File: src/common/ptvi_defs.svh
// Offsets, field positions, reset values of the per-port insertion control
`ifndef PTVI_DEFS_SVH
`define PTVI_DEFS_SVH

`define PTVI_NUM_PORTS      5
`define PTVI_ADDR_W         8
`define PTVI_DATA_W         8

`define PTVI_OFS_PORT1      8'hB0
`define PTVI_OFS_PORT2      8'hC0
`define PTVI_OFS_PORT3      8'hD0
`define PTVI_OFS_PORT4      8'hE0
`define PTVI_OFS_PORT5      8'hF0
`define PTVI_OFS_LOW_MASK   8'h0F
`define PTVI_OFS_BASE_HI    4'hB

`define PTVI_BIT_RSVD_ONE   7
`define PTVI_BIT_PASS_ALL   6
`define PTVI_BIT_INS_HI     3
`define PTVI_BIT_INS_LO     0

`define PTVI_RST_PASS_ALL   1'h0
`define PTVI_RST_INSERT     4'h0
`define PTVI_RSVD_ONE_VAL   1'h1
`define PTVI_RSVD_MID_VAL   2'h0
`define PTVI_UNMAPPED_VAL   8'h00

`endif

File: src/common/ptvi_pkg.sv
// Types of the per-port insertion control register bank
package ptvi_pkg;

  typedef struct packed {
    logic       pass_all;
    logic [3:0] insert;
  } ptvi_port_t;

  typedef struct packed {
    ptvi_port_t [4:0]  port;
    logic       [24:0] insert_map;
    logic       [4:0]  pass_all;
    logic       [7:0]  rd_data;
    logic              rd_valid;
  } ptvi_state_t;

endpackage : ptvi_pkg

File: src/core/ptvi_port_ctrl.sv
// Per-port pass-all and egress tag insertion control register bank
`timescale 1ns/1ps
`include "ptvi_defs.svh"
//
// Notes on behaviour
// - One 8-bit control register per port, at 0xB0, 0xC0, 0xD0, 0xE0, 0xF0.
// - Bit 6 is a resettable read/write enable that makes the port pass all frames.
// - Bit 3 inserts the source default tag toward port 5, or port 4 from port 5.
// - Bit 2 inserts toward port 4 from ports 1-3, toward port 3 from ports 4-5.
// - Bit 1 inserts toward port 3 from ports 1-2, toward port 2 from ports 3-5.
// - No insertion happens at all unless the global insertion enable is set.
// - Bit 0 inserts toward port 2 from port 1, toward port 1 from ports 2-5.

module ptvi_port_ctrl (
  // Clock and reset
  input  wire logic        i_clock,
  input  wire logic        i_sys_rst,
  // Register port from the serial management logic
  input  wire logic        i_wr_en,
  input  wire logic        i_rd_en,
  input  wire logic [7:0]  i_addr,
  input  wire logic [7:0]  i_wr_data,
  output logic      [7:0]  o_rd_data,
  output logic             o_rd_valid,
  // Global insertion enable from the global control bank
  input  wire logic        i_global_insert_en,
  // Controls toward the frame datapath
  output logic      [4:0]  o_pass_all,
  output logic      [24:0] o_insert_map
);

  ptvi_pkg::ptvi_state_t state_reg;
  ptvi_pkg::ptvi_state_t state_next;

  logic [24:0] map_raw;
  logic        addr_hit;
  logic [2:0]  addr_port;

  // Register image per port:
  //   bit 7    reads one, ignores writes
  //   bit 6    pass-all-frames enable
  //   bits 5-4 read zero, ignore writes
  //   bits 3-0 insert toward the other four ports, lowest egress first

  // Sizes derived from the header; decode and map are laid out for five
  localparam int NUM_PORTS = `PTVI_NUM_PORTS;
  localparam int MAP_W     = NUM_PORTS * NUM_PORTS;
  localparam int INS_W     = `PTVI_BIT_INS_HI - `PTVI_BIT_INS_LO + 1;
  localparam int ADDR_W    = `PTVI_ADDR_W;
  localparam int DATA_W    = `PTVI_DATA_W;

  localparam logic [7:0] PORT_OFS [5] = '{`PTVI_OFS_PORT1,
                                          `PTVI_OFS_PORT2,
                                          `PTVI_OFS_PORT3,
                                          `PTVI_OFS_PORT4,
                                          `PTVI_OFS_PORT5};

  // Refuse header values that the fixed decode and read image cannot serve
  generate
    if (NUM_PORTS != 5) begin : g_chk_ports
      $error("control bank needs exactly five ports");
    end
    if (INS_W != NUM_PORTS - 1) begin : g_chk_ins
      $error("control bank needs one insert bit per other port");
    end
    if (MAP_W != 25) begin : g_chk_map
      $error("map width must match the insert map output");
    end
    if (ADDR_W != 8 || DATA_W != 8) begin : g_chk_bus
      $error("register port is eight bits wide");
    end
    if (`PTVI_BIT_PASS_ALL <= `PTVI_BIT_INS_HI) begin : g_chk_fields
      $error("pass-all bit must sit above the insert field");
    end
    if (`PTVI_BIT_RSVD_ONE != DATA_W - 1) begin : g_chk_top
      $error("reserved one must be the top data bit");
    end
    if (`PTVI_BIT_INS_LO != 0) begin : g_chk_lo
      $error("insert field must start at bit zero");
    end
    if (`PTVI_RST_PASS_ALL != 1'h0 || `PTVI_RST_INSERT != 4'h0) begin : g_chk_rst
      $error("control fields reset to zero");
    end
  endgenerate

  // Egress reached by each insert bit, per source port:
  //   source 1: bit0->2 bit1->3 bit2->4 bit3->5
  //   source 2: bit0->1 bit1->3 bit2->4 bit3->5
  //   source 3: bit0->1 bit1->2 bit2->4 bit3->5
  //   source 4: bit0->1 bit1->2 bit2->3 bit3->5
  //   source 5: bit0->1 bit1->2 bit2->3 bit3->4

  // Read image and access selects of every port
  logic [7:0] rd_image [5];
  logic [4:0] wr_sel;
  logic [4:0] rd_sel;
  logic [7:0] rd_pick;

  genvar gp;
  generate
    for (gp = 0; gp < `PTVI_NUM_PORTS; gp++) begin : g_port
      if ((PORT_OFS[gp] & `PTVI_OFS_LOW_MASK) != 8'h00) begin : g_chk_ofs
        $error("port offsets must have a zero low nibble");
      end
      if (PORT_OFS[gp][7:4] != 4'(`PTVI_OFS_BASE_HI + gp)) begin : g_chk_step
        $error("port offsets must step by sixteen from the base");
      end
      // Reserved positions are constants, never storage
      assign rd_image[gp] = {`PTVI_RSVD_ONE_VAL,
                             state_reg.port[gp].pass_all,
                             `PTVI_RSVD_MID_VAL,
                             state_reg.port[gp].insert};
      assign wr_sel[gp] = i_wr_en && addr_hit &&
                          (addr_port == 3'(gp));
      assign rd_sel[gp] = i_rd_en && addr_hit &&
                          (addr_port == 3'(gp));
    end
  endgenerate

  // One-hot select; an unmapped read returns the unmapped value
  always_comb begin
    rd_pick = `PTVI_UNMAPPED_VAL;
    for (int p = 0; p < `PTVI_NUM_PORTS; p++) begin
      if (rd_sel[p]) begin
        rd_pick = rd_image[p];
      end
    end
  end

  // Source-major map: bit src*5+egress; bit k skips the source itself
  genvar gs;
  genvar ge;
  generate
    for (gs = 0; gs < `PTVI_NUM_PORTS; gs++) begin : g_src
      for (ge = 0; ge < `PTVI_NUM_PORTS; ge++) begin : g_egr
        if (ge == gs) begin : g_self
          assign map_raw[gs*5+ge] = 1'b0;
        end else if (ge < gs) begin : g_below
          assign map_raw[gs*5+ge] = state_reg.port[gs].insert[ge];
        end else begin : g_above
          assign map_raw[gs*5+ge] = state_reg.port[gs].insert[ge-1];
        end
      end
    end
  endgenerate

  // Decode 0xB0..0xF0 only; any other low nibble is unmapped
  always_comb begin
    addr_hit  = 1'b0;
    addr_port = 3'h0;
    unique case (i_addr)
      `PTVI_OFS_PORT1: begin addr_hit = 1'b1; addr_port = 3'h0; end
      `PTVI_OFS_PORT2: begin addr_hit = 1'b1; addr_port = 3'h1; end
      `PTVI_OFS_PORT3: begin addr_hit = 1'b1; addr_port = 3'h2; end
      `PTVI_OFS_PORT4: begin addr_hit = 1'b1; addr_port = 3'h3; end
      `PTVI_OFS_PORT5: begin addr_hit = 1'b1; addr_port = 3'h4; end
      default: begin addr_hit = 1'b0; addr_port = 3'h0; end
    endcase
  end

  always_comb begin
    state_next          = state_reg;
    state_next.rd_valid = 1'b0;
    for (int p = 0; p < `PTVI_NUM_PORTS; p++) begin
      if (wr_sel[p]) begin
        // Reserved positions of the write data are dropped
        state_next.port[p].pass_all =
          i_wr_data[`PTVI_BIT_PASS_ALL];
        state_next.port[p].insert =
          i_wr_data[`PTVI_BIT_INS_HI:`PTVI_BIT_INS_LO];
      end
    end
    if (i_rd_en) begin
      state_next.rd_valid = 1'b1;
      // Image is taken before the write, so a same-edge write reads old
      state_next.rd_data  = rd_pick;
    end
    for (int p = 0; p < `PTVI_NUM_PORTS; p++) begin
      state_next.pass_all[p] = state_reg.port[p].pass_all;
    end
    // Gate registered so the datapath sees a glitch-free map
    state_next.insert_map = i_global_insert_en ? map_raw : 25'h0000000;
  end

  always_ff @(posedge i_clock) begin
    if (i_sys_rst) begin
      for (int p = 0; p < `PTVI_NUM_PORTS; p++) begin
        state_reg.port[p].pass_all <= `PTVI_RST_PASS_ALL;
        state_reg.port[p].insert   <= `PTVI_RST_INSERT;
      end
      state_reg.insert_map <= 25'h0000000;
      state_reg.pass_all   <= 5'h00;
      state_reg.rd_data    <= 8'h00;
      state_reg.rd_valid   <= 1'b0;
    end else begin
      state_reg <= state_next;
    end
  end

  assign o_rd_data    = state_reg.rd_data;
  assign o_rd_valid   = state_reg.rd_valid;
  assign o_pass_all   = state_reg.pass_all;
  assign o_insert_map = state_reg.insert_map;

endmodule : ptvi_port_ctrl

File: config.mk
export PLATFORM = sky130hd
export DESIGN_NAME = ptvi_port_ctrl
export DESIGN_NICKNAME = d
export VERILOG_FILES = /design/src/common/ptvi_pkg.sv /design/src/core/ptvi_port_ctrl.sv
export VERILOG_INCLUDE_DIRS = /design/src /design/src/common
export SDC_FILE = /design/constraint.sdc
export NUM_CORES = 1
export LEC_CHECK = 0
export ABC_AREA = 1
export BUFFER_PORTS_ARGS = -buffer_cell sky130_fd_sc_hd__buf_2
export CAP_MARGIN = 15
export CORE_ASPECT_RATIO = 0.75
export CORE_MARGIN = 1
export CORE_UTILIZATION = 53
export CTS_BUF_LIST = sky130_fd_sc_hd__clkbuf_4 sky130_fd_sc_hd__clkbuf_8
export CTS_CLUSTER_SIZE = 16
export DETAILED_ROUTE_END_ITERATION = 16
export PLACE_DENSITY = 0.89
export SYNTH_ARGS = -nofsm -noshare
export SYNTH_HDL_FRONTEND = slang
export SYNTH_SLANG_ARGS = --single-unit
export TNS_END_PERCENT = 100
File: constraint.sdc
create_clock -name i_clock -period 1.7 [get_ports i_clock]
set_input_delay 0.34 -clock i_clock [delete_from_list [all_inputs] [get_ports i_clock]]
set_output_delay 0.34 -clock i_clock [all_outputs]
set_load 0.05 [all_outputs]
======== Word-level counts from Yosys, hierarchy flattened ========
Index checks and enable logic that the tools add are counted.
cells by class
  equal/unequal tests ..................... 9
  bitwise gates (word level) .............. 1
  reduce and logical (&&, ||, !) cells .... 15
  multiplexer cells ....................... 8
operators with widths
  kind                                            number
  == test 8 bit (second input constant)           5
  two-way mux 8 bit                               5
  logical AND 1 bit                               12
  one-hot mux 3 bit (4 select lines)              1
  == test 3 x 2 -> 1 bit (second input constant)  2
  OR reduction 5 bit                              1
  == test 3 x 1 -> 1 bit (second input constant)  1
  == test 3 bit (second input constant)           1
  logical NOT 3 bit                               1
  two-way mux 1 bit                               2
  OR reduction 2 bit                              1
  inverter 1 bit                                  1
storage, ports and cells
  bits in registers ....................... 64
  word-level logic and storage cells ...... 48
  input bits .............................. 21
  output and inout port bits .............. 39

======== Depth between registers and ports, before layout ========
  depth in word-level cells ............... 10
  mapped depth ............................ 12
  depth with buffers taken out ............ 12

======== Worst setup path after synthesis ========
OpenSTA, ideal clock, no wires.
  path type ............................... input -> register
  start point ............................. input i_addr[3]
  end point ............................... register state_reg, in the netlist o_rd_data[0]
  path buffers ............................ 0
  cell stages on the path ................. 12
  slack ................................... 0.360 ns
  library setup time ...................... 0.110 ns
  required time ........................... 1.590 ns
  arrival time ............................ 1.230 ns
  path through ............................ nor2_1 > nand2_1 > inv_2 > nand2_4 > nor2_8 > nand2_2 > nor2_1 > nor2_1 > nand2_1 > nand4_1 > nand2_1 > inv_1
between the ends
  cells in the longest elaborated chain, start to end .. 10
  elaborated cells on any way between the ends .. 24
  those cells by class .................... eq/ne (9); mux (7); reduce/logical (8)
RTL lines
  item                             line                   text
  start: declaration               ptvi_port_ctrl.sv:21   input wire logic [7:0] i_addr,
  == test 8 bit                    ptvi_port_ctrl.sv:151  unique case (i_addr)
  OR reduction 5 bit (no line)     n/a
  two-way mux 1 bit                ptvi_port_ctrl.sv:151
  logical AND 1 bit (2 in series)  ptvi_port_ctrl.sv:115  assign rd_sel[gp] = i_rd_en && addr_hit &&
  two-way mux 8 bit (4 in series)  ptvi_port_ctrl.sv:124  if (rd_sel[p]) begin
  two-way mux 8 bit *              ptvi_port_ctrl.sv:124
  end signal: assignment           ptvi_port_ctrl.sv:196  state_reg <= state_next;
  end: declaration                 ptvi_port_ctrl.sv:32   ptvi_pkg::ptvi_state_t state_reg;
Mark *: on every way between the ends. The rest lies on a longest branch, timed or not.
A chain may end at the register's enable or synchronous reset.

======== Worst setup path after layout ========
  start point ............................. input i_addr[3]
  end point ............................... register state_reg, in the netlist map_raw[2]
between the ends
  cells in the longest elaborated chain, start to end .. 5
  elaborated cells on any way between the ends .. 11
  those cells by class .................... eq/ne (5); mux (2); reduce/logical (4)
RTL lines
  item                          line                   text
  == test 8 bit                 ptvi_port_ctrl.sv:151
  OR reduction 5 bit (no line)  n/a
  two-way mux 1 bit             ptvi_port_ctrl.sv:151
  logical AND 1 bit             ptvi_port_ctrl.sv:113  assign wr_sel[gp] = i_wr_en && addr_hit &&
  logical AND 1 bit *           ptvi_port_ctrl.sv:113
Marked as above.

==> run summary <==
The sequential cell area in the final layout is 0.00114 sq mm, and the worst path arrival time is 1.60 ns. In this run the power spent charging and discharging nets is 643 uW. The total of warnings raised by yosys is 0, and the sum of overflow across all layers after global routing is 0. The setup path with the least slack is of type in -> reg. Setup violations remaining at the end of the flow were counted as 0. The initial core utilization was 0.569.

Setup repair after global routing left no endpoint under its margin. The final period utilization works out to 0.811. The DRC violation total after the first TritonRoute iteration is 124. The run gives 0.324 as the met1 global-route usage.

Entering global routing, the biggest net connects 28 pins. For this design, the slowest cell found on the critical path is sky130_fd_sc_hd__o21ai_0. The instance area at placement was 0.00244 sq mm. The total number of placement rows was 19. The proportion of layout cells with a drive suffix above 1 was 0.264; the number of antenna violations at the first check in global routing was 0.

Synthesis inferred 57 register bits. TritonCTS built the clock tree. The congestion estimate from routability-driven global placement came to 0.951. STA classifies the critical path startpoint as a primary input. For this design, the sink count on the clock tree is 57.

Synthesis produced a netlist whose cell count is 269. After clock tree synthesis, the setup repair step added 0 buffers. The number of flops mapped to enable cells by yosys was 0; the shortest period the worst path allows was 1.38 ns. The largest single stage delay on the critical path is 0.28 ns. The cell internal power dissipation is 2.32 mW.

The fraction of registers with async set or reset after synthesis came out at 0. The first global-routing pass estimated 7.83 mm of wire. The count of endpoints failing hold in the final timing report is 0, and the cell area power density is 1100 mW/mm^2. The count of nets left with antenna violations once routing finished came out at 0. The clock network power share is 0.499, and the largest fanout of any net on the critical path is 10. Cell occurring most often along the worst timing path: sky130_fd_sc_hd__inv_2. Wires add up to 4.76 mm.

The mapped cell area was 0.00215 sq mm. The area share of the largest cell type after synthesis was 0.531; the detailed-route via count was 1915. In the final routed layout, each cell accounts on average for 12.4 um. The static power due to leakage was 1.23 nW. The flow ran to the end, and the final reports show no timing, DRC or antenna violations.

The post-synthesis to final-layout area growth was 24.7%. The run gives 0 as the number of antenna repair diodes. The run gives 310 as the number of fill cells. The total area inside the core boundary comes to 0.00378 sq mm.

The number of global-route vias before repair was 1701; the worst-case register-to-register setup slack was 0.77 ns. The kind of path behind the tightest hold check is in -> reg. The tools report the clock latency at the later pin of the worst-skew pair as 0.34 ns. The run gives 788 sq um as the area occupied by multi-input gates. A synthesized cell averages 8.00 sq um. IR analysis of the VDD net gives a maximum drop of 0.000759 V. The count of instances resized after the clock tree is built was 0. The total number of nets in the final design is 349, and the overall die width is 75.6 um. Maximum number of buffers from clock root to sink: 2. The type of destination of the critical path is a register. The tools report the global-route track usage on met2 as 0.365. In this run the most critical hold path is launched from i_sys_rst. Setup total negative slack on the finished layout was measured at 0 ns. The tools report the global routing met3 resource utilization as 0.111.

The number of remaining DRC errors was 0; the switching power as a share of total power was 0.217. For the worst setup path, the data required time is 1.92 ns. Peak clock frequency supported by timing: 725 MHz. Start point of the critical path: i_addr[3]. TritonCTS buffer count: 9. The most crowded layer after global routing is met2. For the sequential cell area fraction in the yosys report, the log shows 0.531. Count of TritonRoute iterations in the first routing pass: 4. The critical path goes through buf_2 > nor2_1 > nand2_1 > inv_2 > nand2_4 > inv_2 > nand2_1 > inv_2 > nand2_2 > o21ai_0 > a21oi_1. Combinational group share of total power: 0.049. The run gives 0 as the number of max-cap violations. The clock slew seen by the registers of the worst setup and hold paths came out at 0.07 ns.

In this run the clock root is driven by a sky130_fd_sc_hd__clkbuf_8. The tools report the count of boundary I/O pins as 60. The number of pins with negative max-slew slack in the final report is 0. The tools report the final design area excluding fillers as 0.00268 sq mm. The clock skew was 0.00764 ns; the vias per cell was 4.97. For the HPWL after detailed placement, the log shows 3.18 mm. The tools report the sequential share of power as 0.452. The vertical die dimension is 57.2 um. In this run the critical register-to-register path is launched from map_raw[11]. The run gives 0 as the hold buffer count at cts.

The post-synthesis cell type with the largest combined area is sky130_fd_sc_hd__dfxtp_1. The die covers 0.00432 sq mm. The number of buffers inserted by port buffering is 49. In the synthesized netlist the dominant register cell turns out to be sky130_fd_sc_hd__dfxtp_1. By area the synthesized netlist is led by sky130_fd_sc_hd__dfxtp_1 53%, sky130_fd_sc_hd__nor2_1 8.0%, sky130_fd_sc_hd__a21oi_1 6.7%. The total track usage is 0.252.

The number of library cell types mapped by synthesis was 20. The H-tree was split into 3 levels.
## worst max-delay path, delay by kind of cell
| kind | cells | cell delay [ns] |
|---|---|---|
| AO/OA/AOI/OAI | 2 | 0.38 |
| buffers and inverters | 4 | 0.36 |
| AND/OR/NAND/NOR | 5 | 0.51 |
## synthesized netlist by cell type (3+ instances only)
library cell,number
sky130_fd_sc_hd__a21oi_1,29
sky130_fd_sc_hd__buf_4,7
sky130_fd_sc_hd__inv_2,5
sky130_fd_sc_hd__nand3_1,12
sky130_fd_sc_hd__nand2_1,23
sky130_fd_sc_hd__clkbuf_1,5
sky130_fd_sc_hd__nand4_1,8
sky130_fd_sc_hd__inv_1,37
sky130_fd_sc_hd__dfxtp_1,57
sky130_fd_sc_hd__o21ai_1,3
sky130_fd_sc_hd__o21ai_0,23
sky130_fd_sc_hd__nand2_2,7
sky130_fd_sc_hd__nor2_1,46
## final timing paths
| check | to | cells after the start |
|---|---|---|
| worst max-delay path | map_raw[2] | 11 |
| worst min-delay path | o_rd_data[3] | 2 |
| worst max register to register | o_rd_data[1] | 4 |
| worst min register to register | o_pass_all[4] | 2 |
## cells in the final DEF, fill, tap and decap left out, types with 8 or more instances in the layout
master,instances
sky130_fd_sc_hd__dfxtp_1,57
sky130_fd_sc_hd__nand3_1,12
sky130_fd_sc_hd__buf_2,49
sky130_fd_sc_hd__a21oi_1,29
sky130_fd_sc_hd__o21ai_0,23
sky130_fd_sc_hd__nand2_1,23
sky130_fd_sc_hd__nor2_1,46
sky130_fd_sc_hd__inv_1,37
sky130_fd_sc_hd__clkbuf_8,12
sky130_fd_sc_hd__nand4_1,8
## per-stage QoR
stage	total power, mW	utilization	std cells	worst slack [ns]	hold WS (ns)
finish	2.96	0.709	385	0.322	0.307
global route	3.06	0.709	385	0.188	0.323
CTS	2.98	0.709	385	0.384	0.302
detailed placement	1.51	0.646	369	0.0403	0.445
global placement	1.51	0.646	369	0.104	0.442
floorplan	1.48	-	275	0.360	0.425
## cell type report
type / instances / share of cell area
Timing Repair Buffer: 55 / 0.108
Inverter: 42 / 0.0588
Sequential cell: 57 / 0.426
Clock inverter: 4 / 0.0275
Multi-Input combinational cell: 163 / 0.294
Tap cell: 52 / 0.0243
Clock buffer: 12 / 0.0616
## state kept, by name, summed over array words and instances (netlist names)
name	flops
o_rd_data	6
rd_image	5
o_rd_valid	1
o_insert_map	20
o_pass_all	5
map_raw	20
## cell families (layout without fill, tap and decap cells)
family	Yosys count	after routing	synth area share
AOI/OAI and AO/OA	56	56	0.136
buffers and inverters	55	113	0.113
DFF	57	57	0.531
other	1	7	0.00174
and+or+nand+nor	100	100	0.219
## layer usage
metal  vias to the layer above  wire, um
met5                         -         0
met4                         0       176
met3                        20       372
met2                        79      2070
met1                       857      2140
li1                        959         -
## power groups by stage
stage,combinational [mW],sequential [mW],clock (mW)
2_1_floorplan,0.102,1.38,0
3_3_place_gp,0.139,1.37,0
3_5_place_dp,0.141,1.37,0
4_1_cts,0.144,1.34,1.49
5_1_grt,0.158,1.34,1.56
6_report,0.144,1.34,1.48
(Power assumes the default switching activity.)
